===== src/rtl/rlss_pkg.sv =====
// Shared constants of the rate and signal-loss setting selection block.
// Assumes a byte-wide register port fed by the two-wire serial host decoder.
package rlss_pkg;
    // Register offsets
    localparam logic [7:0] OFS_BW_A = 8'h06;
    localparam logic [7:0] OFS_BW_B = 8'h07;
    localparam logic [7:0] OFS_BW_C = 8'h08;
    localparam logic [7:0] OFS_BW_D = 8'h09;
    localparam logic [7:0] OFS_LOS_A = 8'h0A;
    localparam logic [7:0] OFS_LOS_B = 8'h0B;
    localparam logic [7:0] OFS_LOS_C = 8'h0C;
    localparam logic [7:0] OFS_LOS_D = 8'h0D;
    localparam logic [7:0] OFS_SEL_BW = 8'h0E;
    localparam logic [7:0] OFS_SEL_LOS = 8'h0F;
    localparam int RLSS_NUM_RW = 8;
    // Field layout
    localparam int ENABLE_BIT = 7;
    localparam int BW_W = 4;
    localparam int LOS_W = 7;
    // Reset values
    localparam logic [7:0] REG_RESET = 8'h00;
    localparam logic PIN_HI_RESET = 1'b1;
    localparam logic PIN_LO_RESET = 1'b0;
    // Register slot chosen by the speed-select pins
    localparam logic [1:0] IDX_A = 2'h0;
    localparam logic [1:0] IDX_B = 2'h1;
    localparam logic [1:0] IDX_C = 2'h2;
    localparam logic [1:0] IDX_D = 2'h3;
endpackage


===== src/rtl/rlss_sel_if.sv =====
// Carrier between the top and one setting selector.
// Assumes the top drives the slot index, settings and default codes.
`timescale 1ns/100ps
interface rlss_sel_if #(parameter int W = 4);
    logic [1:0] idx;
    logic [7:0] setting [4];
    logic [W-1:0] default_code [4];
    logic [W-1:0] applied;
    modport src (output idx, output setting, output default_code, input applied);
    modport mux (input idx, input setting, input default_code, output applied);
endinterface


===== src/rtl/rlss_pin_sync.sv =====
// Three-stage synchroniser with agreement filter for one strap pin.
// Assumes the pin is asynchronous to core_clk_in.
`timescale 1ns/100ps
module rlss_pin_sync #(
    parameter logic RESET_VAL = 1'b0
) (
    // Clock and reset
    input wire logic core_clk_in,
    input wire logic rst_b_in,
    // Pin and filtered level
    input wire logic pin_in,
    output logic level_out
);
    logic ff1;
    logic ff2;
    logic ff3;
    wire agree = (ff2 == ff3);

    always_ff @(posedge core_clk_in or negedge rst_b_in) begin
        if (!rst_b_in) begin
            ff1 <= RESET_VAL;
            ff2 <= RESET_VAL;
            ff3 <= RESET_VAL;
            level_out <= RESET_VAL;
        end else begin
            ff1 <= pin_in;
            ff2 <= ff1;
            ff3 <= ff2;
            if (agree) begin
                level_out <= ff3;
            end
        end
    end
endmodule


===== src/rtl/rlss_setting_mux.sv =====
// Picks one of four settings and applies code or fixed default.
// Assumes idx is already synchronised to the core clock.
`timescale 1ns/100ps
module rlss_setting_mux
    import rlss_pkg::*;
#(
    parameter int W = 4
) (
    rlss_sel_if.mux sel_if
);
    wire [7:0] chosen = sel_if.setting[sel_if.idx];
    wire use_code = chosen[ENABLE_BIT];

    // enable bit picks stored code over default
    assign sel_if.applied = use_code ? chosen[W-1:0] : sel_if.default_code[sel_if.idx];
endmodule


===== src/rtl/rlss_top.sv =====
// Top of the rate and signal-loss setting selection block.
// Assumes a serial host decoder presents byte register accesses on core_clk_in;
// unconnected speed-select pins are pulled to high=1, low=0 on the board.
`timescale 1ns/100ps
module rlss_top
    import rlss_pkg::*;
#(
    // Codes standing for the fixed defaults 2.2, 4.0, 6.5 and 11.0 GHz
    parameter logic [BW_W-1:0] BW_DEF_A = 4'h2,
    parameter logic [BW_W-1:0] BW_DEF_B = 4'h4,
    parameter logic [BW_W-1:0] BW_DEF_C = 4'h7,
    parameter logic [BW_W-1:0] BW_DEF_D = 4'hF,
    // Codes standing for the fixed defaults 15, 18 and 26 mVpp
    parameter logic [LOS_W-1:0] LOS_DEF_A = 7'h0F,
    parameter logic [LOS_W-1:0] LOS_DEF_B = 7'h12,
    parameter logic [LOS_W-1:0] LOS_DEF_CD = 7'h1A
) (
    // Clock and reset
    input wire logic core_clk_in,
    input wire logic rst_b_in,
    // Speed-select pins
    input wire logic speed_select_pin_hi_in,
    input wire logic speed_select_pin_lo_in,
    // Register port from serial host decoder
    input wire logic [7:0] reg_addr_in,
    input wire logic reg_wr_in,
    input wire logic [7:0] reg_wdata_in,
    input wire logic reg_rd_in,
    output logic [7:0] reg_rdata_out,
    output logic reg_rvalid_out,
    // Applied settings to the analog core
    output logic [BW_W-1:0] applied_bw_code_out,
    output logic [LOS_W-1:0] applied_los_code_out
);
    logic [7:0] setting_reg [RLSS_NUM_RW];
    logic speed_select_pin_hi;
    logic speed_select_pin_lo;
    logic [BW_W-1:0] applied_bandwidth_readback;
    logic [LOS_W-1:0] applied_assert_level_readback;

    rlss_pin_sync #(.RESET_VAL(PIN_HI_RESET)) u_sync_hi (
        .core_clk_in(core_clk_in),
        .rst_b_in(rst_b_in),
        .pin_in(speed_select_pin_hi_in),
        .level_out(speed_select_pin_hi)
    );
    rlss_pin_sync #(.RESET_VAL(PIN_LO_RESET)) u_sync_lo (
        .core_clk_in(core_clk_in),
        .rst_b_in(rst_b_in),
        .pin_in(speed_select_pin_lo_in),
        .level_out(speed_select_pin_lo)
    );

    // Pin pair as {high, low}
    wire [1:0] pins = {speed_select_pin_hi, speed_select_pin_lo};
    wire pick_a = (pins == 2'h0);
    // high 0, low 1 pick B
    wire pick_b = (pins == 2'h1);
    wire pick_c = (pins == 2'h3);
    // high 1, low 0 or floating pick D
    wire [1:0] sel_idx = pick_a ? IDX_A :
                         pick_b ? IDX_B :
                         pick_c ? IDX_C : IDX_D;

    // Register write decode; read-only offsets fall outside the window
    wire wr_hit = reg_wr_in && (reg_addr_in >= OFS_BW_A) && (reg_addr_in <= OFS_LOS_D);
    wire [7:0] wr_ofs = reg_addr_in - OFS_BW_A;
    wire [2:0] wr_slot = wr_ofs[2:0];

    always_ff @(posedge core_clk_in or negedge rst_b_in) begin
        if (!rst_b_in) begin
            for (int i = 0; i < RLSS_NUM_RW; i++) begin
                setting_reg[i] <= REG_RESET;
            end
        end else if (wr_hit) begin
            setting_reg[wr_slot] <= reg_wdata_in;
        end
    end

    wire [7:0] bandwidth_setting_a = setting_reg[0];
    wire [7:0] bandwidth_setting_b = setting_reg[1];
    wire [7:0] bandwidth_setting_c = setting_reg[2];
    wire [7:0] bandwidth_setting_d = setting_reg[3];
    wire [7:0] signal_loss_level_a = setting_reg[4];
    wire [7:0] signal_loss_level_b = setting_reg[5];
    wire [7:0] signal_loss_level_c = setting_reg[6];
    wire [7:0] signal_loss_level_d = setting_reg[7];

    rlss_sel_if #(.W(BW_W)) bw_if ();
    rlss_sel_if #(.W(LOS_W)) los_if ();

    // slot D also serves unconnected pins via board pulls
    assign bw_if.idx = sel_idx;
    assign bw_if.setting[0] = bandwidth_setting_a;
    assign bw_if.setting[1] = bandwidth_setting_b;
    assign bw_if.setting[2] = bandwidth_setting_c;
    assign bw_if.setting[3] = bandwidth_setting_d;
    assign bw_if.default_code[0] = BW_DEF_A;
    assign bw_if.default_code[1] = BW_DEF_B;
    assign bw_if.default_code[2] = BW_DEF_C;
    assign bw_if.default_code[3] = BW_DEF_D;

    // assert-level slot follows the same pin decode
    assign los_if.idx = sel_idx;
    assign los_if.setting[0] = signal_loss_level_a;
    assign los_if.setting[1] = signal_loss_level_b;
    assign los_if.setting[2] = signal_loss_level_c;
    assign los_if.setting[3] = signal_loss_level_d;
    // assert-level defaults, C and D share one
    assign los_if.default_code[0] = LOS_DEF_A;
    assign los_if.default_code[1] = LOS_DEF_B;
    assign los_if.default_code[2] = LOS_DEF_CD;
    assign los_if.default_code[3] = LOS_DEF_CD;

    rlss_setting_mux #(.W(BW_W)) u_bw_mux (
        .sel_if(bw_if.mux)
    );
    rlss_setting_mux #(.W(LOS_W)) u_los_mux (
        .sel_if(los_if.mux)
    );

    // Flopped so the analog core never sees a mux transient
    always_ff @(posedge core_clk_in or negedge rst_b_in) begin
        if (!rst_b_in) begin
            applied_bandwidth_readback <= BW_DEF_D;
            applied_assert_level_readback <= LOS_DEF_CD;
        end else begin
            applied_bandwidth_readback <= bw_if.applied;
            applied_assert_level_readback <= los_if.applied;
        end
    end

    assign applied_bw_code_out = applied_bandwidth_readback;
    assign applied_los_code_out = applied_assert_level_readback;

    // read mux, upper bits of readback fields read zero
    wire rd_rw = (reg_addr_in >= OFS_BW_A) && (reg_addr_in <= OFS_LOS_D);
    wire [7:0] rd_data = rd_rw ? setting_reg[wr_slot] :
                         (reg_addr_in == OFS_SEL_BW) ? {4'h0, applied_bandwidth_readback} :
                         (reg_addr_in == OFS_SEL_LOS) ? {1'h0, applied_assert_level_readback} : 8'h00;

    always_ff @(posedge core_clk_in or negedge rst_b_in) begin
        if (!rst_b_in) begin
            reg_rdata_out <= 8'h00;
            reg_rvalid_out <= 1'b0;
        end else begin
            reg_rvalid_out <= reg_rd_in;
            if (reg_rd_in) begin
                reg_rdata_out <= rd_data;
            end
        end
    end
endmodule


===== config.mk =====
export PLATFORM = sky130hd
export DESIGN_NAME = rlss_top
export DESIGN_NICKNAME = d
export VERILOG_FILES = /design/src/rtl/rlss_pkg.sv /design/src/rtl/rlss_sel_if.sv /design/src/rtl/rlss_pin_sync.sv /design/src/rtl/rlss_setting_mux.sv /design/src/rtl/rlss_top.sv
export SDC_FILE = /design/constraint.sdc
export NUM_CORES = 1
export LEC_CHECK = 0
export ABC_AREA = 1
export BUFFER_PORTS_ARGS = -buffer_cell sky130_fd_sc_hd__buf_2
export CORE_MARGIN = 2
export CORE_UTILIZATION = 60
export CTS_CLUSTER_DIAMETER = 150
export CTS_CLUSTER_SIZE = 14
export DETAILED_ROUTE_END_ITERATION = 10
export PLACE_DENSITY = 0.87
export SYNTH_ARGS = -nofsm -noshare
export SYNTH_HDL_FRONTEND = slang
export SYNTH_SLANG_ARGS = --single-unit

===== constraint.sdc =====
create_clock -name core_clk_in -period 2.35 [get_ports core_clk_in]
set_input_delay 0.47 -clock core_clk_in [delete_from_list [all_inputs] [get_ports core_clk_in]]
set_output_delay 0.47 -clock core_clk_in [all_outputs]
set_load 0.02 [all_outputs]

==> results.md <==
* Initial DRC Count at 414
* Layout cells sized above 1 at 0.211
* Tot GR Track Use at 0.314
* Top_reg_cell synth: dfrtp_1
* Top-area cell type share of the netlist area at 0.418
* Worst path required time at 2640 ps
* Critical path type: register to register
* CTS tree: done
* Die Wd at 94.0 µm
* Die ar. at 0.00883 mm²
* Slew @ Worst Pin at 451 ps
* Initial antenna violation count at 0
* Vias at 4230
* Final GP Congestion at 0.966
* DP HPWL at 9150 µm
* Crit. End Element: register
* Htree depth at 3
* Via/cell ratio at 5.78
* Final hold violations at 0
* Routing usage on met3 at 0.0722
* Post_cts resized at 0
* Average cell area after synthesis at 8.30 µm²
* Vias in the first global route at 4255
* #FFs+latches synth at 92
* Final antenna-violating net count at 0
* Warnings from Yosys at 0
* Max-Cap Viols at 0
* IO buf count at 41
* Asr flop ratio synth at 1.00
* Fmax at 0.483 GHz
* DRT Pass-1 Iters at 5
* Pleak at 2.70 nW
* Die span in y at 94.0 µm
* Core region area at 0.00777 mm²
* # hold bufs at CTS at 0
* Peak VDD IR at 0.329 mV
* DRT Wirelength at 12500 µm
* Synth unique cells at 30
* Post-synth EDFFs at 0
* Status: finished, final reports clean
* Final Instance Area at 0.00533 mm²
* Synthesized cell area at 0.00485 mm²
* Critical Path Start: u_sync_hi.level_out
* DRC errors left at 0
* Buffer count from post-CTS setup fixing at 0
* Crit Path Max Fanout at 17
* Setup_tns at 0 ps
* Syn Inst Count at 585
* Starting density of the core at 0.625
* Placed cell area at 0.00516 mm²
* Root buffer cell: clkbuf_8
* Synth area leaders: dfrtp_1 (42%), nand2_1 (15%), o21ai_0 (6.7%)
* R2R Path Start: u_sync_hi.level_out
* PnR worst setup slack at 281 ps
* Tightest Hold Check Type: input pin to async pin
* RSZ-0062 raised after global routing: no
* Final period utilization at 0.880
* Routing usage on met1 at 0.404
* Min cycle time layout at 2070 ps
* Met2 usage at 0.504
* Clock-pin slew on the worst setup and hold paths at 100 ps
* Sequential fraction of the synthesis area at 0.477
* P&R area growth vs syn at 9.87%
* Rows at 32
* Pins Over Slew Limit at 0
* Nets at 656
* Critical path arrival at 2360 ps
* Congestion Overflow GR at 0
* First-pass GRT wire length at 21100 µm
* Critical path launch point type: register
* Setup violations, final at 0
* Clock Skew at 11.8 ps
* Most frequent cell after synthesis: nand2_1
* Clock tree sinks at 92
* Worst skew pair latency at 370 ps
* TritonCTS buffer count at 9
* Setup WS pre-CTS at 325 ps
* Commonest cells post-synth: nand2_1 (188), dfrtp_1 (81), o21ai_0 (65)
* Total Power at 3.47 mW
* Largest net degree at the start of global routing at 43
* CTS Buffer Depth at 2
* Slew HR at 0.698
* ANT cells at 0
* Routed WL per cell at 17.1 µm
* Top Usage Layer GRT: met2
* Power per cell area at 650 mW/mm²
* IO Pins at 42
* Synth area leader: dfrtp_1
* Mapped Nets at 616
-- worst paths after layout --
| check | depth (start not counted) | end | slack (ps) |
|---|---|---|---|
| hold / removal | 1 | signal_loss_level_d[0] | 30 |
| setup reg to reg | 10 | applied_bw_code_out[2] | 280 |
| hold reg to reg | 0 | u_sync_lo.ff2 | 360 |
| max in group asynchronous | 2 | signal_loss_level_d[2] | 1670 |
| min in group core_clk_in | 1 | u_sync_hi.ff1 | 190 |
| setup / recovery | 10 | applied_bw_code_out[2] | 280 |
-- critical path: stages (launching register included) --
cell	delay, ps
dfstp_2	570
inv_1	90
ha_1	240
nor2_1	210
buf_12	180
inv_1	60
a21oi_1	110
o21ai_1	110
nand2_1	190
nor2_1	70
a21oi_1	170
-- power breakdown --
part	switching (mW)	internal (mW)
clock	0.597	0.388
combinational	0.449	0.229
sequential	0.0851	1.72
total	1.13	2.33
-- cell type report --
class / count / area (µm²)
Fill cell: 634 / 2430
Timing Repair Buffer: 55 / 338
Clock inverter: 7 / 48.8
Clock buffer: 9 / 124
Tap cell: 102 / 128
Inverter: 45 / 169
Sequential cell: 92 / 2320
Multi-Input combinational cell: 422 / 2210
-- registers in the layout, summed over array words and instances (netlist names) --
name	flops
applied_los_code_out	7
signal_loss_level_b	8
u_sync_hi.ff2	1
signal_loss_level_a	8
reg_rvalid_out	1
u_sync_hi.ff3	1
u_sync_lo.ff3	1
reg_rdata_out	8
u_sync_lo.ff2	1
bandwidth_setting_c	8
signal_loss_level_d	8
bandwidth_setting_b	8
u_sync_lo.level_out	1
applied_bw_code_out	4
bandwidth_setting_a	8
u_sync_hi.ff1	1
bandwidth_setting_d	8
signal_loss_level_c	8
u_sync_hi.level_out	1
u_sync_lo.ff1	1
-- kinds of logic after synthesis --
kind of cell    count (synthesis)  synth area share
buf+inv                        71            0.0675
compound gates                127             0.152
simple gates                  283             0.271
fa+ha+maj                      11            0.0273
flops                          92             0.477
xor+xnor                        1           0.00567
-- placed cells by master, fill, tap and decap left out, types with 3 or more instances in the layout --
master	instances
nand2_1	188
inv_1	40
a21oi_1	22
nand3_1	26
nand2_2	7
o21ai_0	65
buf_4	13
nand4_1	7
dfstp_2	11
buf_2	40
o21ai_1	9
nor2_1	40
ha_1	9
o22ai_1	5
inv_2	5
clkinv_2	3
dfrtp_1	81
clkbuf_8	9
nand3b_4	8
o21ai_2	24
-- stage by stage --
stage	hold WS [ps]	instances	utilization
3_3_place_gp	334	716	0.664
5_1_grt	52.5	732	0.687
6_report	29.1	732	0.687
3_5_place_dp	336	716	0.664
2_1_floorplan	174	585	-
4_1_cts	40.7	732	0.687
-- layer usage --
layer	wire length, µm	vias up
met5	0	-
met4	437	0
met3	1180	48
met2	5910	250
met1	5000	1960
li1	-	1972
Power figures use the tool's default switching activity.
